$ cat config.mk
export PLATFORM = sky130hd
export DESIGN_NAME = gpc_decode
export DESIGN_NICKNAME = d
export VERILOG_FILES = /design/src/rtl/gpc_pkg.sv /design/src/rtl/gpc_sync.sv /design/src/rtl/gpc_decode.sv
export SDC_FILE = /design/constraint.sdc
export NUM_CORES = 1
export LEC_CHECK = 0
export BUFFER_PORTS_ARGS = -buffer_cell sky130_fd_sc_hd__buf_2
export CORE_UTILIZATION = 50
export CTS_BUF_LIST = sky130_fd_sc_hd__clkbuf_4
export DETAILED_ROUTE_END_ITERATION = 8
export PLACE_DENSITY = 0.83
export SKIP_CTS_REPAIR_TIMING = 1
export SLEW_MARGIN = 20
export SYNTH_ARGS = -nofsm -noshare
export SYNTH_HDL_FRONTEND = slang
export SYNTH_SLANG_ARGS = --single-unit
$ cat constraint.sdc
create_clock -name mclk -period 3.8 [get_ports mclk]
set_input_delay 0.57 -clock mclk [delete_from_list [all_inputs] [get_ports mclk]]
set_output_delay 0.57 -clock mclk [all_outputs]
set_load 0.005 [all_outputs]
$ cat src/rtl/gpc_pkg.sv
// constants for the grayscale palette command decoder
package gpc_pkg;

  localparam int unsigned BYTE_W = 8;
  localparam int unsigned NIB_W  = 4;
  localparam int unsigned NUM_SLOTS = 8;

  // first byte: upper five bits fixed, low three pick level and frame pair
  localparam logic [4:0] PAL_PREFIX = 5'h11;
  localparam int unsigned PREFIX_LSB = 3;
  localparam int unsigned SLOT_MSB   = 2;

  // slot indices: level*2 + pair
  localparam logic [2:0] SLOT_WHITE_12 = 3'h0;
  localparam logic [2:0] SLOT_WHITE_34 = 3'h1;
  localparam logic [2:0] SLOT_LIGHT_12 = 3'h2;
  localparam logic [2:0] SLOT_LIGHT_34 = 3'h3;
  localparam logic [2:0] SLOT_DARK_12  = 3'h4;
  localparam logic [2:0] SLOT_DARK_34  = 3'h5;
  localparam logic [2:0] SLOT_BLACK_12 = 3'h6;
  localparam logic [2:0] SLOT_BLACK_34 = 3'h7;

  localparam logic [7:0] WIDTH_RESET = 8'h00;

  typedef enum logic [0:0] {
    GPC_IDLE     = 1'b0,
    GPC_WAIT_ARG = 1'b1
  } gpc_state_type;

  function automatic logic is_palette_cmd(input logic [7:0] b);
    return b[7:PREFIX_LSB] == PAL_PREFIX;
  endfunction : is_palette_cmd

endpackage : gpc_pkg

$ cat src/rtl/gpc_sync.sv
// two-flop synchroniser for pin-side levels
module gpc_sync #(
  parameter int unsigned W = 1
) (
  input  wire logic         mclk,
  input  wire logic         rst_n,
  input  wire logic [W-1:0] async_in,
  output logic      [W-1:0] sync_out
);
  logic [W-1:0] meta_q;
  logic [W-1:0] meta_d;
  logic [W-1:0] sync_q;
  logic [W-1:0] sync_d;

  always_comb begin
    meta_d = async_in;
    sync_d = meta_q;
  end

  always_ff @(posedge mclk or negedge rst_n) begin
    if (!rst_n) begin
      meta_q <= '0;
      sync_q <= '0;
    end else begin
      meta_q <= meta_d;
      sync_q <= sync_d;
    end
  end

  assign sync_out = sync_q;
endmodule : gpc_sync

$ cat src/rtl/gpc_decode.sv
// grayscale palette command decoder with palette width storage
// Operation
// [RQ1] white command: selector byte then two widths
// [RQ2] light gray command: selector then two widths
// [RQ3] dark gray command: selector then two widths
// [RQ4] black command: selector then two widths
// [RQ5] low nibble earlier frame; command mode only
module gpc_decode
  import gpc_pkg::*;
(
  input  wire logic        mclk,
  input  wire logic        rst_n,
  input  wire logic        soft_reset,
  input  wire logic        register_select,
  input  wire logic        write_strobe,
  input  wire logic [7:0]  data_in,
  output logic      [3:0]  white_width_frame1,
  output logic      [3:0]  white_width_frame2,
  output logic      [3:0]  white_width_frame3,
  output logic      [3:0]  white_width_frame4,
  output logic      [3:0]  light_width_frame1,
  output logic      [3:0]  light_width_frame2,
  output logic      [3:0]  light_width_frame3,
  output logic      [3:0]  light_width_frame4,
  output logic      [3:0]  dark_width_frame1,
  output logic      [3:0]  dark_width_frame2,
  output logic      [3:0]  dark_width_frame3,
  output logic      [3:0]  dark_width_frame4,
  output logic      [3:0]  black_width_frame1,
  output logic      [3:0]  black_width_frame2,
  output logic      [3:0]  black_width_frame3,
  output logic      [3:0]  black_width_frame4,
  output logic             arg_pending
);

  ////////////////////////////////////////////////////////////////////////////
  // pin synchronisation; data is held stable around the strobe by the host
  logic [9:0] pins_sync;
  logic       rs_s;
  logic       wr_s;
  logic [7:0] data_s;

  gpc_sync #(.W(10)) u_sync (
    .mclk     (mclk),
    .rst_n    (rst_n),
    .async_in ({register_select, write_strobe, data_in}),
    .sync_out (pins_sync)
  );

  assign rs_s   = pins_sync[9];
  assign wr_s   = pins_sync[8];
  assign data_s = pins_sync[7:0];

  // rising edge of the synchronised strobe marks one byte
  logic wr_prev_q;
  logic wr_prev_d;
  logic byte_take;

  always_comb begin
    wr_prev_d = wr_s;
  end

  always_ff @(posedge mclk or negedge rst_n) begin
    if (!rst_n) begin
      wr_prev_q <= 1'b0;
    end else begin
      wr_prev_q <= wr_prev_d;
    end
  end

  // data bytes (select high) never touch the palette
  assign byte_take = wr_s && !wr_prev_q && !rs_s; // RQ5

  ////////////////////////////////////////////////////////////////////////////
  // byte capture: one stage between edge detect and decode keeps the
  // selector compare off the synchroniser output; costs one cycle
  logic       take_q;
  logic       take_d;
  logic [7:0] byte_q;
  logic [7:0] byte_d;

  always_comb begin
    // a byte caught with soft reset is dropped along with the rest
    take_d = byte_take && !soft_reset;
    byte_d = byte_q;
    if (byte_take) begin
      byte_d = data_s;
    end
  end

  always_ff @(posedge mclk or negedge rst_n) begin
    if (!rst_n) begin
      take_q <= 1'b0;
      byte_q <= '0;
    end else begin
      take_q <= take_d;
      byte_q <= byte_d;
    end
  end

  ////////////////////////////////////////////////////////////////////////////
  // two-byte sequencer
  gpc_state_type state_q;
  gpc_state_type state_d;
  logic [2:0]    slot_q;
  logic [2:0]    slot_d;
  logic          store_en;

  always_comb begin
    state_d  = state_q;
    slot_d   = slot_q;
    store_en = 1'b0;
    if (soft_reset) begin
      state_d = GPC_IDLE;
      slot_d  = 3'h0;
    end else if (take_q) begin
      case (state_q)
        GPC_IDLE: begin
          // other commands pass by untouched
          if (is_palette_cmd(byte_q)) begin // RQ1 RQ2 RQ3 RQ4
            slot_d  = byte_q[SLOT_MSB:0];
            state_d = GPC_WAIT_ARG;
          end
        end
        GPC_WAIT_ARG: begin
          // any byte completes the command, even one looking like a selector
          store_en = 1'b1;
          state_d  = GPC_IDLE;
        end
        default: begin
          state_d = GPC_IDLE;
        end
      endcase
    end
  end

  always_ff @(posedge mclk or negedge rst_n) begin
    if (!rst_n) begin
      state_q <= GPC_IDLE;
      slot_q  <= 3'h0;
    end else begin
      state_q <= state_d;
      slot_q  <= slot_d;
    end
  end

  ////////////////////////////////////////////////////////////////////////////
  // width storage; soft reset wins over a store in the same cycle
  logic [7:0] width_q [NUM_SLOTS];
  logic [7:0] width_d [NUM_SLOTS];

  always_comb begin
    width_d = width_q;
    if (soft_reset) begin
      for (int i = 0; i < NUM_SLOTS; i++) begin
        width_d[i] = WIDTH_RESET;
      end
    end else if (store_en) begin
      width_d[slot_q] = byte_q; // RQ1 RQ2 RQ3 RQ4
    end
  end

  always_ff @(posedge mclk or negedge rst_n) begin
    if (!rst_n) begin
      for (int i = 0; i < NUM_SLOTS; i++) begin
        width_q[i] <= WIDTH_RESET;
      end
    end else begin
      width_q <= width_d;
    end
  end

  ////////////////////////////////////////////////////////////////////////////
  // nibble split: low nibble is the earlier frame
  assign white_width_frame1 = width_q[SLOT_WHITE_12][3:0]; // RQ5
  assign white_width_frame2 = width_q[SLOT_WHITE_12][7:4]; // RQ5
  assign white_width_frame3 = width_q[SLOT_WHITE_34][3:0];
  assign white_width_frame4 = width_q[SLOT_WHITE_34][7:4];
  assign light_width_frame1 = width_q[SLOT_LIGHT_12][3:0];
  assign light_width_frame2 = width_q[SLOT_LIGHT_12][7:4];
  assign light_width_frame3 = width_q[SLOT_LIGHT_34][3:0];
  assign light_width_frame4 = width_q[SLOT_LIGHT_34][7:4];
  assign dark_width_frame1  = width_q[SLOT_DARK_12][3:0];
  assign dark_width_frame2  = width_q[SLOT_DARK_12][7:4];
  assign dark_width_frame3  = width_q[SLOT_DARK_34][3:0];
  assign dark_width_frame4  = width_q[SLOT_DARK_34][7:4];
  assign black_width_frame1 = width_q[SLOT_BLACK_12][3:0];
  assign black_width_frame2 = width_q[SLOT_BLACK_12][7:4];
  assign black_width_frame3 = width_q[SLOT_BLACK_34][3:0];
  assign black_width_frame4 = width_q[SLOT_BLACK_34][7:4];
  assign arg_pending        = (state_q == GPC_WAIT_ARG);

endmodule : gpc_decode

==> impl_summary.log <==
[metrics] IO buf count: 77
[metrics] status: finished, final reports clean
[metrics] slowest library cell on the worst path: sky130_fd_sc_hd__a21oi_1
[metrics] Area contributors post-synth: sky130_fd_sc_hd__dfrtp_1 (69%), sky130_fd_sc_hd__a22o_1 (16%), sky130_fd_sc_hd__mux2_1 (2.6%)
[metrics] Num Clock Sinks: 98
[metrics] CP Max Fanout: 11
[metrics] actual slew at the worst max-slew pin: 0.937 ns
[metrics] fill count: 532
[metrics] count of TritonRoute iterations in the first routing pass: 4
[metrics] number of maximum-capacitance violations: 0
[metrics] PnR Total Power: 1740 uW
[metrics] Vias per Instance: between 5 and 6
[metrics] number of nets in the layout: 319
[metrics] CTS root buf: sky130_fd_sc_hd__clkbuf_4
[metrics] cell count after placement: 391
[metrics] routability congestion estimate from global placement: about 0.78
[metrics] clock input transition at the sequential cells of the worst setup and hold paths: 0.14 ns
[metrics] worst clock skew: 0.0180 ns
[metrics] leftover overflow at the end of global routing: 0
[metrics] final count of negative-setup-slack endpoints: 0
[metrics] layout-stage area growth over the synthesis result: 16.5%
[metrics] Slew HR: 0.371
[metrics] global-route wire length before repair: 11.1 mm
[metrics] Largest stage delay, worst path: roughly 0.60 ns
[metrics] maximum number of pins on one net before global-route repair: 74
[metrics] starting utilization of the core area: 0.520
[metrics] clock tree from TritonCTS: done
[metrics] share of final-layout standard cells stronger than drive strength 1: 0.323
[metrics] count of unique library cells instantiated by Yosys: 25
[metrics] maximum clock path buffer count: 2
[metrics] die width: 86.0 um
[metrics] total negative slack for setup checks: 0 ns
[metrics] H-tree level count: 3
[metrics] number of I/O pins: slightly below 80
[metrics] Crit. End Element: register
[metrics] number of standard cells in the final layout excluding fillers: 406
[metrics] total number of vias: 2214
[metrics] register bit count reported by yosys: just under 100
[metrics] TritonCTS Buffers: 9
[metrics] drt total wl: 7.21 mm
[metrics] Syn Nets: ~250
[metrics] buffers plus inverters on the worst setup path: 0
[metrics] 1st-iter DRT viols: around 120
[metrics] Critical Path Source Type: register
[metrics] vias in the first global route: 1963
[metrics] Post-Synthesis Cells: 235
[metrics] Routed WL per cell: 17.8 um
[metrics] kind of cell adding the most delay to the critical path: compound AO/OA/AOI/OAI gates
[metrics] Post-DRT Antenna Nets: 0
[metrics] number of design rule violations left after detail routing: 0
[metrics] placeable core region: 0.00679 sq mm
[metrics] Pwr per Cell Area: 422 mW/mm^2
[metrics] antenna cell count: 0
[metrics] most common library cell in the layout ignoring fill and taps: sky130_fd_sc_hd__dfrtp_1
[metrics] FF+latch area: ~0.0025 sq mm
[metrics] highest-count cells in the layout ignoring fill and taps: sky130_fd_sc_hd__dfrtp_1 (98), sky130_fd_sc_hd__buf_2 (76), sky130_fd_sc_hd__a22o_1 (64)
[metrics] number of warnings reported in the yosys synthesis log: 0
[metrics] CP Class: register to register
[metrics] final critical-path required period: 1.73 ns
[metrics] arrival time of the worst setup path: 2.10 ns
[metrics] static power due to leakage: 0.00217 uW
[metrics] unrepaired setup endpoints after global routing: false
[metrics] Synth top area share: 0.695
[metrics] full die area: ~0.0074 sq mm
[metrics] f_max: 0.579 GHz
[metrics] count of endpoints failing hold in the final timing report: 0
[metrics] cells along the critical path: and3b_1 -> a21oi_1 -> a22o_1
[metrics] cell taking the most area after synthesis: sky130_fd_sc_hd__dfrtp_1
[metrics] average cell area after synthesis: 15.0 sq um
[metrics] period utilisation layout: 0.454
[metrics] synthesized cell area: 0.00353 sq mm
[metrics] footprint of the multi-input gates: approximately 990 sq um
[metrics] Chip Height: 86.0 um
[metrics] combined global-route utilization of all metal layers: 0.206
[metrics] maximum ir drop on the vdd rail: 353 uV
[metrics] half-perimeter wire length of the detailed placement result: 4.88 mm
[metrics] number of max-slew violations in the final report: 0
[metrics] number of placement rows: 30
[metrics] initial antenna violation count: 0
[metrics] sequential-to-total area share from yosys stat: 0.695
[metrics] worst min-delay path category: input port to asynchronous set/reset pin
[metrics] clock insertion delay at the later pin of the skew report: 0.43 ns
[metrics] worst path required time: approximately 4.2 ns
where the power goes:
part	total, uW	switching (uW)	internal [uW]
registers	1090	17.9	1070
logic	61.8	41.2	20.6
clock network	587	317	270
total	1740	376	1360
state kept, by name, summed over array words and instances, names as in the netlist, 3 cells and up:
| signal | count |
|---|---|
| light_width_frame4 | 4 |
| white_width_frame3 | 4 |
| white_width_frame4 | 4 |
| dark_width_frame2 | 4 |
| u_sync.sync_out | 10 |
| light_width_frame3 | 4 |
| black_width_frame2 | 4 |
| dark_width_frame4 | 4 |
| light_width_frame2 | 4 |
| u_sync.meta_q | 10 |
| byte_q | 8 |
| light_width_frame1 | 4 |
| black_width_frame1 | 4 |
| white_width_frame1 | 4 |
| white_width_frame2 | 4 |
| dark_width_frame3 | 4 |
| dark_width_frame1 | 4 |
| black_width_frame3 | 4 |
| black_width_frame4 | 4 |
| slot_q | 3 |
logic make-up after synthesis:
kind of cell / Yosys count / share of synthesized area
simple gates: 35 / 0.0673
mux: 11 / 0.0340
buf+inv: 18 / 0.0244
flops: 98 / 0.695
compound gates: 73 / 0.180
cell usage after synthesis, drive strengths merged:
library cell,count
or3b,1
a22o,64
and3,2
o21ba,1
buf,14
and2b,1
a21oi,6
nand2b,6
mux2,8
nor2b,5
and2,11
nor3,1
nor3b,1
nand2,2
nor2,2
clkbuf,4
and3b,2
a31oi,2
dfrtp,98
nor4,1
mux2i,3
stage by stage:
stage | hold slack (ns) | area, sq um | setup slack, ns | utilization
2_1_floorplan | 0.274 | 3530 | 2.42 | -
3_3_place_gp | 0.332 | 3960 | 1.96 | 0.583
3_5_place_dp | 0.335 | 3960 | 1.89 | 0.583
4_1_cts | 0.216 | 4120 | 2.10 | 0.606
5_1_grt | 0.199 | 4120 | 1.99 | 0.606
6_report | 0.226 | 4120 | 2.07 | 0.606
layout make-up:
type,count,area share
well taps,96,0.0292
repair buffers,78,0.0961
clock inverters,5,0.0195
flip-flops and latches,98,0.596
clock buffers,10,0.0182
multi-input cells,119,0.241
layer usage:
| layer | GRT usage | vias up | wire length, um | part of all wire |
|---|---|---|---|---|
| li1 | - | 1014 | - | - |
| met1 | 0.304 | 1114 | 3390 | 0.47 |
| met2 | 0.305 | 80 | 3420 | 0.47 |
| met3 | 0.0529 | 6 | 352 | 0.049 |
| met4 | 0.0561 | 0 | 50 | 0.0069 |
| met5 | 0 | - | 0 | 0 |
final timing paths:
check | end | slack, ns | from | cells past startpoint
max in group asynchronous | byte_q[7]$_DFFE_PN0P_ | 2.73 | rst_n | 2
worst max register to register | white_width_frame2[2]$_DFFE_PN0P_ | 2.07 | slot_q[0]$_DFFE_PN0P_ | 3
worst max-delay path | white_width_frame2[2]$_DFFE_PN0P_ | 2.07 | slot_q[0]$_DFFE_PN0P_ | 3
worst min register to register | u_sync.sync_out[1]$_DFF_PN0_ | 0.36 | u_sync.meta_q[1]$_DFF_PN0_ | 0
worst min-delay path | white_width_frame1[2]$_DFFE_PN0P_ | 0.23 | rst_n | 1
min in group mclk | u_sync.meta_q[2]$_DFF_PN0_ | 0.24 | data_in[2] | 1
No activity file was read; power rests on OpenSTA's default activity.
